**config.mk**
```make
export PLATFORM = sky130hd
export DESIGN_NAME = srgsb_top
export DESIGN_NICKNAME = d
export VERILOG_FILES = /design/src/logic/srgsb_pkg.sv /design/src/logic/srgsb_top.sv
export VERILOG_INCLUDE_DIRS = /design/src /design/src/logic
export SDC_FILE = /design/constraint.sdc
export NUM_CORES = 1
export LEC_CHECK = 0
export ABC_CLOCK_PERIOD_IN_PS = 5830
export BUFFER_PORTS_ARGS = -buffer_cell sky130_fd_sc_hd__buf_2
export CAP_MARGIN = 25
export CORE_ASPECT_RATIO = 1.75
export CORE_UTILIZATION = 43
export CTS_BUF_LIST = sky130_fd_sc_hd__clkbuf_4 sky130_fd_sc_hd__clkbuf_8
export DETAILED_ROUTE_END_ITERATION = 16
export PLACE_DENSITY = 0.64
export SKIP_CTS_REPAIR_TIMING = 1
export SLEW_MARGIN = 20
export SYNTH_ARGS = -nofsm -noshare
export SYNTH_HDL_FRONTEND = slang
export SYNTH_SLANG_ARGS = --single-unit
export TNS_END_PERCENT = 20
```
**constraint.sdc**
```tcl
create_clock -name core_clk_in -period 5.83 [get_ports core_clk_in]
set_input_delay 1.166 -clock core_clk_in [delete_from_list [all_inputs] [get_ports core_clk_in]]
set_output_delay 1.166 -clock core_clk_in [all_outputs]
set_load 0.1 [all_outputs]
```
**src/logic/srgsb_map.svh**
```systemverilog
// Register indices, field positions and reset values of the rate generator subbank
`ifndef SRGSB_MAP_SVH
`define SRGSB_MAP_SVH
`define SRGSB_IDX_SERIAL_CTRL_1    4'h0
`define SRGSB_IDX_SERIAL_CTRL_2    4'h1
`define SRGSB_IDX_RX_CTRL_1        4'h2
`define SRGSB_IDX_RX_CTRL_2        4'h3
`define SRGSB_IDX_TX_CTRL_1        4'h4
`define SRGSB_IDX_TX_CTRL_2        4'h5
`define SRGSB_IDX_RATE_GEN_1       4'h6
`define SRGSB_IDX_RATE_GEN_2       4'h7
`define SRGSB_IDX_MULTICHAN_1      4'h8
`define SRGSB_IDX_MULTICHAN_2      4'h9
`define SRGSB_IDX_RX_CHAN_EN_A     4'hA
`define SRGSB_IDX_RX_CHAN_EN_B     4'hB
`define SRGSB_IDX_TX_CHAN_EN_A     4'hC
`define SRGSB_IDX_TX_CHAN_EN_B     4'hD
`define SRGSB_IDX_PIN_CTRL         4'hE
`define SRGSB_NUM_REGS             15
// Memory locations of the three port instances
`define SRGSB_ADDR_PORT0           8'h39
`define SRGSB_ADDR_PORT1           8'h49
`define SRGSB_ADDR_PORT2           8'h35
// Field positions in rate_gen_2
`define SRGSB_RG2_RESYNC_BIT       15
`define SRGSB_RG2_EDGE_BIT         14
`define SRGSB_RG2_REF_MODE_BIT     13
`define SRGSB_RG2_FSYNC_MODE_BIT   12
`define SRGSB_RG2_PERIOD_MSB       11
`define SRGSB_RG2_PERIOD_LSB       0
// Field positions in pin_ctrl
`define SRGSB_PC_REF_MODE_EXT_BIT  7
`define SRGSB_PC_TX_FSYNC_INT_BIT  11
// Reset values
`define SRGSB_REG_RESET            16'h0000
`define SRGSB_PTR_RESET            4'h0
`define SRGSB_PERIOD_RESET         12'h000
`endif

```
**src/logic/srgsb_pkg.sv**
```systemverilog
// Types shared by the rate generator subbank design
package srgsb_pkg;
    typedef enum logic [1:0] {
        SRGSB_REF_EXT_PIN = 2'b00,
        SRGSB_REF_CPU     = 2'b01,
        SRGSB_REF_RX_PIN  = 2'b10,
        SRGSB_REF_TX_PIN  = 2'b11
    } srgsb_ref_e;

    typedef struct packed {
        logic        resync;
        logic        edge_fall;
        logic        ref_mode;
        logic        fsync_mode;
        logic [11:0] period;
    } srgsb_rg2_s;

    typedef struct packed {
        logic       sel;
        logic       wr;
        logic       rd;
        logic [7:0] addr;
        logic [15:0] wdata;
    } srgsb_bus_s;

    typedef struct packed {
        logic rx_clock;
        logic tx_clock;
        logic ext_ref_clock;
        logic rx_frame_sync;
    } srgsb_pins_s;
endpackage : srgsb_pkg

```
**src/logic/srgsb_top.sv**
```systemverilog
// Sample rate generator with subbank access to the serial port control registers
// Behaviour
// - Resync honoured only with external pin reference
// - Resync clear: generator clock free running
// - Resync set: realign, frame sync after rx sync
// - Resync set: period from external frame syncs
// - Edge select applies only to external pin
// - Ext mode zero: external pin or CPU
// - Ext mode one: rx clock or tx clock
// - Tx fsync mode only when internally generated
// - Mode clear: tx sync on data copy
// - Mode set: tx sync from generator sync
// - Twelve-bit frame period, 1 to 4096
// - Pointer register selects one control register
// - Data register accesses selected register
// - Indices 0 to 14 map in order
// - Each instance has its own data address
`timescale 1ns/1ps
`include "srgsb_map.svh"
module srgsb_top
    import srgsb_pkg::*;
#(
    parameter logic [7:0] DATA_ADDR = `SRGSB_ADDR_PORT0,
    parameter logic [7:0] PTR_ADDR  = 8'h38,
    parameter int         DIV_W     = 8
) (
    // Clock and reset
    input  wire logic        core_clk_in,
    input  wire logic        resetn_in,
    // Memory-mapped access
    input  wire srgsb_bus_s  bus_in,
    output logic [15:0]      rdata_out,
    output logic             rack_out,
    // Serial pins
    input  wire srgsb_pins_s pins_in,
    input  wire logic        tx_copy_in,
    output logic             gen_clock_out,
    output logic             gen_frame_sync_out,
    output logic             tx_frame_sync_out,
    output logic             tx_frame_sync_oe_out
);

    // ----------------------------------------------------------------
    // Register file
    // ----------------------------------------------------------------
    logic [15:0]                regs_ff [`SRGSB_NUM_REGS];
    logic [3:0]                 subbank_pointer_ff;
    logic                       ptr_hit;
    logic                       data_hit;
    logic                       ptr_valid;
    logic                       ptr_wr;
    logic                       data_wr;
    logic                       ptr_rd;
    logic                       data_rd;
    logic [`SRGSB_NUM_REGS-1:0] reg_we;
    logic [15:0]                rd_word;

    // Index check used by the read source; the write enables compare each index directly
    function automatic logic index_ok(input logic [3:0] idx);
        index_ok = (idx <= `SRGSB_IDX_PIN_CTRL);
    endfunction : index_ok

    assign ptr_hit   = bus_in.sel && (bus_in.addr == PTR_ADDR);
    assign data_hit  = bus_in.sel && (bus_in.addr == DATA_ADDR);
    // indices beyond the last map nowhere
    assign ptr_valid = index_ok(subbank_pointer_ff);
    assign ptr_wr    = ptr_hit && bus_in.wr;
    assign data_wr   = data_hit && bus_in.wr;
    assign ptr_rd    = ptr_hit && bus_in.rd;
    assign data_rd   = data_hit && bus_in.rd;

    always_ff @(posedge core_clk_in or negedge resetn_in) begin
        if (!resetn_in) begin
            subbank_pointer_ff <= `SRGSB_PTR_RESET;
        end else if (ptr_wr) begin
            subbank_pointer_ff <= bus_in.wdata[3:0];
        end
    end

    // one enable per index; a pointer past the last register
    // matches none, so such a write is dropped
    always_comb begin
        reg_we = '0;
        for (int i = 0; i < `SRGSB_NUM_REGS; i++) begin
            reg_we[i] = data_wr && (subbank_pointer_ff == 4'(i));
        end
    end

    always_ff @(posedge core_clk_in or negedge resetn_in) begin
        if (!resetn_in) begin
            for (int i = 0; i < `SRGSB_NUM_REGS; i++) begin
                regs_ff[i] <= `SRGSB_REG_RESET;
            end
        end else begin
            for (int i = 0; i < `SRGSB_NUM_REGS; i++) begin
                if (reg_we[i]) begin
                    regs_ff[i] <= bus_in.wdata;
                end
            end
        end
    end

    // read source; a pointer past the last register reads zero
    always_comb begin
        if (ptr_rd) begin
            rd_word = {12'h000, subbank_pointer_ff};
        end else if (ptr_valid) begin
            rd_word = regs_ff[subbank_pointer_ff];
        end else begin
            rd_word = `SRGSB_REG_RESET;
        end
    end

    // registered read data, held until the next read
    always_ff @(posedge core_clk_in or negedge resetn_in) begin
        if (!resetn_in) begin
            rdata_out <= `SRGSB_REG_RESET;
        end else if (ptr_rd || data_rd) begin
            rdata_out <= rd_word;
        end
    end

    // Acknowledge one cycle after any read hit
    always_ff @(posedge core_clk_in or negedge resetn_in) begin
        if (!resetn_in) begin
            rack_out <= 1'b0;
        end else begin
            rack_out <= ptr_rd || data_rd;
        end
    end

    // ----------------------------------------------------------------
    // Field decode
    // ----------------------------------------------------------------
    srgsb_rg2_s rg2;
    logic       ref_mode_ext;
    logic       tx_fsync_internal;
    srgsb_ref_e ref_sel;

    assign rg2               = srgsb_rg2_s'(regs_ff[`SRGSB_IDX_RATE_GEN_2]);
    assign ref_mode_ext      = regs_ff[`SRGSB_IDX_PIN_CTRL][`SRGSB_PC_REF_MODE_EXT_BIT];
    assign tx_fsync_internal = regs_ff[`SRGSB_IDX_PIN_CTRL][`SRGSB_PC_TX_FSYNC_INT_BIT];
    assign ref_sel      = srgsb_ref_e'({ref_mode_ext, rg2.ref_mode});

    // ----------------------------------------------------------------
    // Pin synchronisers
    // ----------------------------------------------------------------
    srgsb_pins_s pins_meta_ff;
    srgsb_pins_s pins_sync_ff;
    srgsb_pins_s pins_prev_ff;

    // Two-stage synchroniser; only the second stage feeds any logic
    always_ff @(posedge core_clk_in or negedge resetn_in) begin
        if (!resetn_in) begin
            pins_meta_ff <= '0;
            pins_sync_ff <= '0;
        end else begin
            pins_meta_ff <= pins_in;
            pins_sync_ff <= pins_meta_ff;
        end
    end

    // Edge history resets to the idle low level, so no false edge after reset
    always_ff @(posedge core_clk_in or negedge resetn_in) begin
        if (!resetn_in) begin
            pins_prev_ff <= '0;
        end else begin
            pins_prev_ff <= pins_sync_ff;
        end
    end

    function automatic logic edge_of(input logic cur, input logic prev, input logic fall);
        edge_of = fall ? (prev && !cur) : (cur && !prev);
    endfunction : edge_of

    // ----------------------------------------------------------------
    // Reference tick
    // ----------------------------------------------------------------
    logic ref_tick;
    logic ext_pin_ref;
    logic rx_fs_edge;

    assign ext_pin_ref = (ref_sel == SRGSB_REF_EXT_PIN);
    // Receive frame sync counts on its rising edge only
    assign rx_fs_edge  = edge_of(pins_sync_ff.rx_frame_sync, pins_prev_ff.rx_frame_sync, 1'b0);

    // Receive and transmit clock pins have no edge select; rising edge is used
    always_comb begin
        unique case (ref_sel)
            // edge select on the external pin only
            SRGSB_REF_EXT_PIN: ref_tick = edge_of(pins_sync_ff.ext_ref_clock,
                                                  pins_prev_ff.ext_ref_clock, rg2.edge_fall);
            SRGSB_REF_CPU:     ref_tick = 1'b1;
            SRGSB_REF_RX_PIN:  ref_tick = edge_of(pins_sync_ff.rx_clock,
                                                  pins_prev_ff.rx_clock, 1'b0);
            SRGSB_REF_TX_PIN:  ref_tick = edge_of(pins_sync_ff.tx_clock,
                                                  pins_prev_ff.tx_clock, 1'b0);
        endcase
    end

    // ----------------------------------------------------------------
    // Generator clock and frame sync
    // ----------------------------------------------------------------
    logic resync_on;
    logic gen_clk_rise;
    logic [11:0] frame_cnt_ff;
    logic        armed_ff;

    // Frame boundary test, shared by the counter wrap and the sync pulse
    function automatic logic period_end(input logic [11:0] cnt, input logic [11:0] period);
        period_end = (cnt >= period);
    endfunction : period_end

    // resync only with external pin reference
    assign resync_on = rg2.resync && ext_pin_ref;

    // The divide ratio field lives outside this block, so the generator
    // clock toggles once per reference tick; one tick high, one low.
    always_ff @(posedge core_clk_in or negedge resetn_in) begin
        if (!resetn_in) begin
            gen_clock_out <= 1'b0;
        end else if (resync_on && rx_fs_edge) begin
            gen_clock_out <= 1'b0;
        end else if (ref_tick) begin
            gen_clock_out <= !gen_clock_out;
        end
    end

    assign gen_clk_rise = ref_tick && !gen_clock_out && !(resync_on && rx_fs_edge);

    // period counter, field N gives N+1 clocks
    always_ff @(posedge core_clk_in or negedge resetn_in) begin
        if (!resetn_in) begin
            frame_cnt_ff <= `SRGSB_PERIOD_RESET;
        end else if (resync_on) begin
            frame_cnt_ff <= `SRGSB_PERIOD_RESET;
        end else if (gen_clk_rise) begin
            frame_cnt_ff <= period_end(frame_cnt_ff, rg2.period) ? `SRGSB_PERIOD_RESET
                                                                  : frame_cnt_ff + 12'h001;
        end
    end

    // frame sync issued on the first clock after the rx sync
    // Arming lasts until the next generator rise: one pulse per rx sync
    always_ff @(posedge core_clk_in or negedge resetn_in) begin
        if (!resetn_in) begin
            armed_ff <= 1'b0;
        end else if (!resync_on) begin
            armed_ff <= 1'b0;
        end else if (rx_fs_edge) begin
            armed_ff <= 1'b1;
        end else if (gen_clk_rise) begin
            armed_ff <= 1'b0;
        end
    end

    always_ff @(posedge core_clk_in or negedge resetn_in) begin
        if (!resetn_in) begin
            gen_frame_sync_out <= 1'b0;
        end else if (resync_on) begin
            gen_frame_sync_out <= armed_ff && gen_clk_rise;
        end else begin
            gen_frame_sync_out <= gen_clk_rise && period_end(frame_cnt_ff, rg2.period);
        end
    end

    // ----------------------------------------------------------------
    // Transmit frame sync
    // ----------------------------------------------------------------
    logic nxt_tx_frame_sync;

    // mode applies only when internally generated
    always_comb begin
        if (!tx_fsync_internal) begin
            nxt_tx_frame_sync = 1'b0;
        end else if (rg2.fsync_mode) begin
            nxt_tx_frame_sync = gen_frame_sync_out;
        end else begin
            nxt_tx_frame_sync = tx_copy_in;
        end
    end

    always_ff @(posedge core_clk_in or negedge resetn_in) begin
        if (!resetn_in) begin
            tx_frame_sync_out <= 1'b0;
        end else begin
            tx_frame_sync_out <= nxt_tx_frame_sync;
        end
    end

    // Pin is driven only while its frame sync is generated in this block
    assign tx_frame_sync_oe_out = tx_fsync_internal;

endmodule : srgsb_top

```
# Word-level counts from Yosys, hierarchy flattened
# Index checks and enable logic that the tools add are counted.
# word_totals
romBits	0
word_cells	122
n_memories	0
latch_bits	0
ramBits	0
register_bits	289
output_inout_bits	21
inputBits	34
# op_classes
reduce_logical	44
n_lt_le_gt_ge	3
eq_ne	20
shifts	0
muxes	18
add_sub_neg	1
bitwise_logic	1
mul	0
div_mod_pow	0
# ops
operator	count
16-bit binary-select mux with 4-bit select	1
16-bit 2-to-1 mux	4
12-bit 2-to-1 mux	3
1-bit logical AND	32
4-bit equality test, second input constant	7
4-bit by 3-bit equality test with 1-bit output, second input constant	4
8-bit by 6-bit equality test with 1-bit output, second input constant	2
12-bit by 1-bit adder with 12-bit output, second input constant	1
12-bit greater-or-equal comparator	1
1-bit 2-to-1 mux	9
4-bit by 2-bit equality test with 1-bit output, second input constant	2
1-bit zero test	7
5-bit greater-or-equal comparator, second input constant	1
4-bit NOT with 5-bit output	1
2-bit equality test, second input constant	2
4-bit by 1-bit equality test with 1-bit output, second input constant	1
4-bit <= comparator, second input constant	1
4-bit zero test	1
1-bit case mux with 4 select lines	1
2-bit nonzero test	2
3-bit by 2-bit inequality test with 1-bit output, second input constant	1
2-bit by 1-bit equality test with 1-bit output, second input constant	1
2-bit zero test	1
1-bit logical OR	1

# Depth between registers and ports, before layout
# Gate-level depths: netlist of run 1.
# logic_depth
depth_word	9
ltp_mapped	8
depth_no_buf	7

# Least setup slack after synthesis of run 1
# OpenSTA, ideal clock, no wires.
# synth_timing
path_kind	input to register
startpoint	input port bus_in[22] (netlist name)
endpoint	register regs_ff, in the netlist rg2[10]
slack_ns	2.733
path_stages	7
arrival_ns	2.972
required_time_ns	5.705
path_buffers	2
path_cell_list	and4bb_2 nand4_1 or3b_2 buf_2 nor2_2 buf_4 mux2_2
# synth_via
elab_chain_cells	4
# synth_lines
element	line_no	source
start: declaration	srgsb_top.sv:31	input wire srgsb_bus_s bus_in,
8-bit by 6-bit equality test with 1-bit output	srgsb_top.sv:64	assign data_hit = bus_in.sel && (bus_in.addr == DATA_ADDR);
1-bit logical AND	srgsb_top.sv:64	
1-bit logical AND	srgsb_top.sv:68	assign data_wr = data_hit && bus_in.wr;
1-bit logical AND	srgsb_top.sv:85	reg_we[i] = data_wr && (subbank_pointer_ff == 4'(i));
end signal: indexed assignment	srgsb_top.sv:92	regs_ff[i] <= `SRGSB_REG_RESET;
end signal: indexed assignment	srgsb_top.sv:97	regs_ff[i] <= bus_in.wdata;
end: declaration	srgsb_top.sv:46	logic [15:0] regs_ff [`SRGSB_NUM_REGS];
# Every way passes these cells.
# A chain may end at the register's enable or synchronous reset.

# Final worst setup path of run 1
# layout_timing
startpoint	input port bus_in[22] (netlist name)
endpoint	register regs_ff[141] (netlist name)
# Same word-level chain as after synthesis.

==> impl_metrics.json, run 1 <==
{
  "outcome": "completed",
  "setup_viol": 0,
  "cpPeakStageDelay_ns": 0.79,
  "ff2ff_setup_slack_ns": 2.91,
  "routed_wl_um": 29700,
  "htree_levels": 2,
  "top_layer_used": "met4",
  "drv_cap": 0,
  "grt_max_degree": 129,
  "ys_seq_elements": 289,
  "critical-path-top-delay-family": "simple AND/OR/NAND/NOR gates",
  "clock.fmax_ghz": 0.319,
  "final-hold-violation-count": 0,
  "ys_top_cells_by_count": "dfrtp_1 (289), mux2_2 (234), nor2_1 (60)",
  "nFillCells": 2637,
  "synth_top_cell_area_share_pct": 54.0,
  "route.met3.wl_um": 937,
  "yosysMostFrequentCell": "dfrtp_1",
  "crit_path_end_kind": "register",
  "powerDensity_nw_per_um2": 273,
  "num_vias": 7980,
  "die_h_um": 235,
  "reg2reg_from": "subbank_pointer_ff[0]$_DFFE_PN0P_",
  "areaGrowthSynthToFinish_pct": 12.1,
  "rsz0062_at_grt": "no",
  "synth_edf_count": 0,
  "final_util_pct": 48.9,
  "grt_usage_pct": 19.8,
  "drc": 0,
  "syn_nets": 999,
  "ir_drop_mv": 0.260,
  "wl_met1_um": 12400,
  "place_congestion": 0.805,
  "synth_seq_area_share_pct": 54.0,
  "post-place-ws_ns": 2.08,
  "grt_first_pass_wirelength_um": 48400,
  "diodes": 0,
  "period_minus_slack_ns": 3.14,
  "postSynthAreaPerCell_um2": 14.1,
  "p_int_w": 0.00314,
  "worstPathRequired_ns": 6.28,
  "met2_length_um": 15800,
  "path_cells": "buf_2 -> and4bb_2 -> nand4_1 -> or3b_2 -> nor2_2 -> mux2_2",
  "ctsLongestPathBuffers": 3,
  "initial_utilization_pct": 43.6,
  "grt_overflow": 0,
  "yosysUniqueCellTypes": 55,
  "power_frac_comb_pct": 4.7,
  "worst-path-stages": 6,
  "seqPwrFrac_pct": 50.0,
  "yosys_warnings": 0,
  "routedWlPerCell_um": 20.9,
  "synth.largest_area_cell": "dfrtp_1",
  "worstHoldPathType": "reg -> reg",
  "crit_type": "in -> reg",
  "final_max_slew_viol_count": 0,
  "cp_slowest_cell": "nor2_2",
  "swShare_pct": 23.3,
  "min_path_cells": 0,
  "worstMarginPinSlew_ns": 1.05,
  "cts-root-buf": "clkbuf_8",
  "antenna_found_initial": 0,
  "reg2regPathDepth": 5,
  "p_sw_w": 0.000956,
  "crit_arrival_ns": 3.58,
  "slew_headroom_pct": 30.1,
  "synthCells": 952,
  "timing.hold.ws_ns": 0.347,
  "synth.cell_area_um2": 13400,
  "place_hpwl_um": 18800,
  "finalNetCount": 1049,
  "die_x_um": 135,
  "tns_ns": 0,
  "cp-start-kind": "input port",
  "r2r_end": "rdata_out[10]$_DFFE_PN0P_",
  "cts_sinks": 289,
  "synth_ff_type": "dfrtp_1",
  "die-area_um2": 31900,
  "cts.clk_slew.worst_paths_ns": 0.06,
  "ioPinCount": 55,
  "viasPerCell": 5.62,
  "synth_area_leaders": "dfrtp_1 (54%), mux2_2 (20%), mux4_2 (8.1%)",
  "p_clk_share_pct": 45.3,
  "firstDrtPassIters": 4,
  "synthArstFlopShare_pct": 100,
  "drt_iter0_drc": 391,
  "skew_ns": 0.0166,
  "cts_buffers": 45,
  "critPathLaunch": "bus_in[22]",
  "drive_above_1_share_pct": 44.9,
  "insertion_delay_ns": 0.57,
  "crit_fanout": 16,
  "port_buffers": 54,
  "fp.coreArea_um2": 30700,
  "cts_tree": "yes",
  "cp-endpoint": "regs_ff[141]$_DFFE_PN0P_",
  "period_share_pct": 53.8,
  "crit_buf_inv": 1,
  "power.leakage_nw": 7.10,
  "rows": 85,
  "fin_ws_ns": 2.69,
  "grt_pass1_vias": 8449,
  "total_power_w": 0.00410,
  "ant_nets": 0
}
cells in the final DEF, fill, tap and decap left out, drive strengths merged, types with 3 or more instances in the layout:
cell     count
a211o       16
a21oi       27
nor3b        8
or3          3
nand2       19
nand2b       3
a31oi        7
nor2b        5
nor3         7
nor2        68
mux2       244
dfrtp      289
o211ai       4
nand4        5
a211oi      13
o21ai        5
o2bb2ai      3
o31ai        4
a22o         3
inv         20
clkinv       3
mux4        48
ha          13
mux2i       34
clkbuf      68
nand3        9
buf         72
metrics by stage:
step | std cells | cell area, um^2
floorplan | 952 | 13400
global route | 1421 | 15000
global placement | 1341 | 14000
detailed placement | 1344 | 14000
finish | 1421 | 15000
CTS | 1419 | 15000
power by group through the flow:
stage          clock network, W  logic (W)  registers [W]
6_report                0.00186   0.000194        0.00205
3_3_place_gp                  0   0.000196        0.00208
4_1_cts                 0.00191   0.000199        0.00205
2_1_floorplan                 0  0.0000797        0.00211
5_1_grt                 0.00198   0.000216        0.00205
3_5_place_dp                  0   0.000198        0.00208
metal layers:
layer  track usage, %  vias to the layer above
li1                 -                     3600
met5                0                        -
met4             5.89                        0
met2             34.7                      105
met1             25.0                     4227
met3             2.82                       48
logic make-up (layout without fill, tap and decap cells):
| family | count (synthesis) | count (layout) | synth area share [%] |
|---|---|---|---|
| AOI/OAI and AO/OA | 95 | 95 | 4.95 |
| xor gates and xnor gates | 1 | 1 | 0.0654 |
| adders and majority gates | 13 | 13 | 1.21 |
| buffers and inverters | 88 | 166 | 3.00 |
| DFF | 289 | 289 | 54.0 |
| muxes | 326 | 326 | 31.4 |
| and+or+nand+nor | 140 | 140 | 5.36 |
worst min-delay path by stage:
stage / startpoint / end / slack (ns)
2_1_floorplan: pins_meta_ff[0]$_DFF_PN0_ / pins_sync_ff[0]$_DFF_PN0_ / 0.33
3_3_place_gp: pins_meta_ff[3]$_DFF_PN0_ / pins_sync_ff[3]$_DFF_PN0_ / 0.33
3_5_place_dp: pins_meta_ff[3]$_DFF_PN0_ / pins_sync_ff[3]$_DFF_PN0_ / 0.34
4_1_cts: pins_meta_ff[3]$_DFF_PN0_ / pins_sync_ff[3]$_DFF_PN0_ / 0.35
5_1_grt: pins_meta_ff[3]$_DFF_PN0_ / pins_sync_ff[3]$_DFF_PN0_ / 0.35
6_report: pins_meta_ff[1]$_DFF_PN0_ / pins_sync_ff[1]$_DFF_PN0_ / 0.35
final cells by class:
| cell class | count | area (um^2) | share of cell area (%) |
|---|---|---|---|
| clock inverters | 7 | 91.3 | 0.608 |
| repair buffers | 72 | 458 | 3.05 |
| clock buffers | 68 | 898 | 5.98 |
| multi-input cells | 575 | 5770 | 38.4 |
| well taps | 391 | 489 | 3.26 |
| flip-flops and latches | 289 | 7240 | 48.2 |
| inverters | 19 | 71.3 | 0.475 |
flip-flops by register name (all words and copies together) (netlist names), 4 cells and up:
| name | cells |
|---|---|
| frame_cnt_ff | 12 |
| pins_meta_ff | 4 |
| pins_prev_ff | 4 |
| pins_sync_ff | 4 |
| rdata_out | 16 |
| regs_ff | 222 |
| rg2 | 16 |
| subbank_pointer_ff | 4 |
Note: power is estimated with default switching activity, not from simulation.
==> run 2, diff against run 1 <==
--- a/config.mk
+++ b/config.mk
@@ -6,14 +6,14 @@
 export SDC_FILE = /design/constraint.sdc
 export NUM_CORES = 1
 export LEC_CHECK = 0
-export ABC_CLOCK_PERIOD_IN_PS = 5830
+export ABC_CLOCK_PERIOD_IN_PS = 2500
 export BUFFER_PORTS_ARGS = -buffer_cell sky130_fd_sc_hd__buf_2
 export CAP_MARGIN = 25
 export CORE_ASPECT_RATIO = 1.75
 export CORE_UTILIZATION = 43
 export CTS_BUF_LIST = sky130_fd_sc_hd__clkbuf_4 sky130_fd_sc_hd__clkbuf_8
 export DETAILED_ROUTE_END_ITERATION = 16
-export PLACE_DENSITY = 0.64
+export PLACE_DENSITY = 0.66
 export SKIP_CTS_REPAIR_TIMING = 1
 export SLEW_MARGIN = 20
 export SYNTH_ARGS = -nofsm -noshare
==> constraint.sdc (replaced) <==
create_clock -name core_clk_in -period 2.5 [get_ports core_clk_in]
set_input_delay 0.5 -clock core_clk_in [delete_from_list [all_inputs] [get_ports core_clk_in]]
set_output_delay 0.5 -clock core_clk_in [all_outputs]
set_load 0.1 [all_outputs]
==> impl_metrics.json, run 2 (synthesis results as in run 1) <==
{
  "grt_pass1_vias": 8814,
  "tns_ns": 0,
  "skew_ns": 0.0290,
  "rsz0062_at_grt": "no",
  "ir_drop_mv": 0.533,
  "drc": 0,
  "place_area_um2": 14500,
  "largest-register": "regs_ff",
  "die_h_um": 235,
  "cts-root-buf": "clkbuf_8",
  "min_path_cells": 1,
  "drt_iter0_drc": 426,
  "grt_max_degree": 74,
  "period_share_pct": 89.4,
  "final_cell_mix": "dfrtp_1 (286), mux2_2 (234), clkbuf_8 (61)",
  "viasPerCell": 5.58,
  "worstMarginPinSlew_ns": 0.697,
  "powerDensity_nw_per_um2": 612,
  "layout_commonest_cell": "dfrtp_1",
  "final-hold-violation-count": 0,
  "die-area_um2": 31900,
  "cpPeakStageDelay_ns": 0.42,
  "design_area_um2": 15500,
  "cts_tree": "yes",
  "crit_arrival_ns": 2.68,
  "cts.clk_slew.worst_paths_ns": 0.07,
  "num_vias": 8146,
  "ctsLongestPathBuffers": 3,
  "port_buffers": 54,
  "reg2reg_from": "rg2[9]$_DFFE_PN0P_",
  "final_util_pct": 50.3,
  "crit_type": "reg -> reg",
  "period_minus_slack_ns": 2.24,
  "slew_headroom_pct": 53.6,
  "initial_utilization_pct": 43.6,
  "reg2regPathDepth": 7,
  "path_cells": "inv_1 -> ha_1 -> nand4_1 -> nor4_1 -> o31a_1 -> nor3_2 -> a22o_1",
  "final_max_slew_viol_count": 0,
  "hold_path_end": "pins_meta_ff[0]$_DFF_PN0_",
  "grt_overflow": 0,
  "grt_first_pass_wirelength_um": 49000,
  "die_x_um": 135,
  "ioPinCount": 55,
  "cts_sinks": 289,
  "htree_levels": 2,
  "routedWlPerCell_um": 20.3,
  "grt_usage_pct": 20.0,
  "post-place-ws_ns": -0.0118,
  "fin_ws_ns": 0.265,
  "antenna_found_initial": 0,
  "drive_above_1_share_pct": 46.9,
  "firstDrtPassIters": 6,
  "cp-start-kind": "register",
  "routed_wl_um": 29700,
  "worstPathRequired_ns": 2.94,
  "crit_path_end_kind": "register",
  "place_hpwl_um": 20000,
  "worstHoldStart": "pins_in[0]",
  "cp_slowest_cell": "nor4_1",
  "worstHoldPathType": "in -> reg",
  "nFillCells": 2617,
  "drv_cap": 0,
  "place_congestion": 0.825,
  "largest_reg_flops": 222,
  "diodes": 0,
  "insertion_delay_ns": 0.58,
  "areaGrowthSynthToFinish_pct": 15.4,
  "outcome": "completed",
  "setup_viol": 0,
  "finalNetCount": 1080,
  "multi_input_area_um2": 5770,
  "r2r_end": "frame_cnt_ff[2]$_DFFE_PN0P_",
  "clock.fmax_ghz": 0.447,
  "rows": 85,
  "layout.area.seq_um2": 7240,
  "ff2ff_setup_slack_ns": 0.26,
  "fp.coreArea_um2": 30700,
  "ant_nets": 0,
  "power.leakage_nw": 7.33,
  "crit_fanout": 6,
  "timing.hold.ws_ns": 0.0473,
  "cts_buffers": 44
}
-- run 2: where the power goes --
part / internal [W] / total, W / switching (W)
logic: 0.000144 / 0.000505 / 0.000361
clock network: 0.00235 / 0.00420 / 0.00185
registers: 0.00472 / 0.00476 / 0.0000428
-- run 2: cell type report --
cell class,instances,share of cell area [%]
clock buffers,73,6.01
clock inverters,9,0.324
inverters,19,0.461
multi-input cells,575,37.3
flip-flops and latches,289,46.8
well taps,391,3.16
repair buffers,104,5.88
-- run 2: how the worst max path moves through the flow --
stage	slack, ns	from	end
3_5_place_dp	-0.01	bus_in[18]	regs_ff[167]$_DFFE_PN0P_
3_3_place_gp	0.006	bus_in[22]	regs_ff[168]$_DFFE_PN0P_
4_1_cts	0.04	rg2[11]$_DFFE_PN0P_	frame_cnt_ff[2]$_DFFE_PN0P_
6_report	0.26	rg2[9]$_DFFE_PN0P_	frame_cnt_ff[2]$_DFFE_PN0P_
2_1_floorplan	0.07	bus_in[22]	rg2[10]$_DFFE_PN0P_
5_1_grt	0.13	rg2[9]$_DFFE_PN0P_	frame_cnt_ff[10]$_DFFE_PN0P_
-- run 2: stage by stage --
| stage | total power, W | cells |
|---|---|---|
| CTS | 0.00960 | 1459 |
| detailed placement | 0.00535 | 1377 |
| global route | 0.00984 | 1460 |
| finish | 0.00946 | 1460 |
| global placement | 0.00535 | 1377 |
| floorplan | 0.00510 | 952 |
-- run 2: layer usage --
metal,GRT usage (%),wire length (um),up-vias
li1,-,-,3665
met1,24.2,11900,4298
met2,35.2,15900,130
met3,3.19,1020,53
met4,7.56,888,0
met5,0,0,-
-- run 2: critical path: cells and delay by family, from the launching register on --
family,cells,cell delay (ns)
and+or+nand+nor,3,0.75
AOI/OAI and AO/OA,2,0.57
DFF,1,0.39
adders and majority gates,1,0.31
buffers and inverters,1,0.09
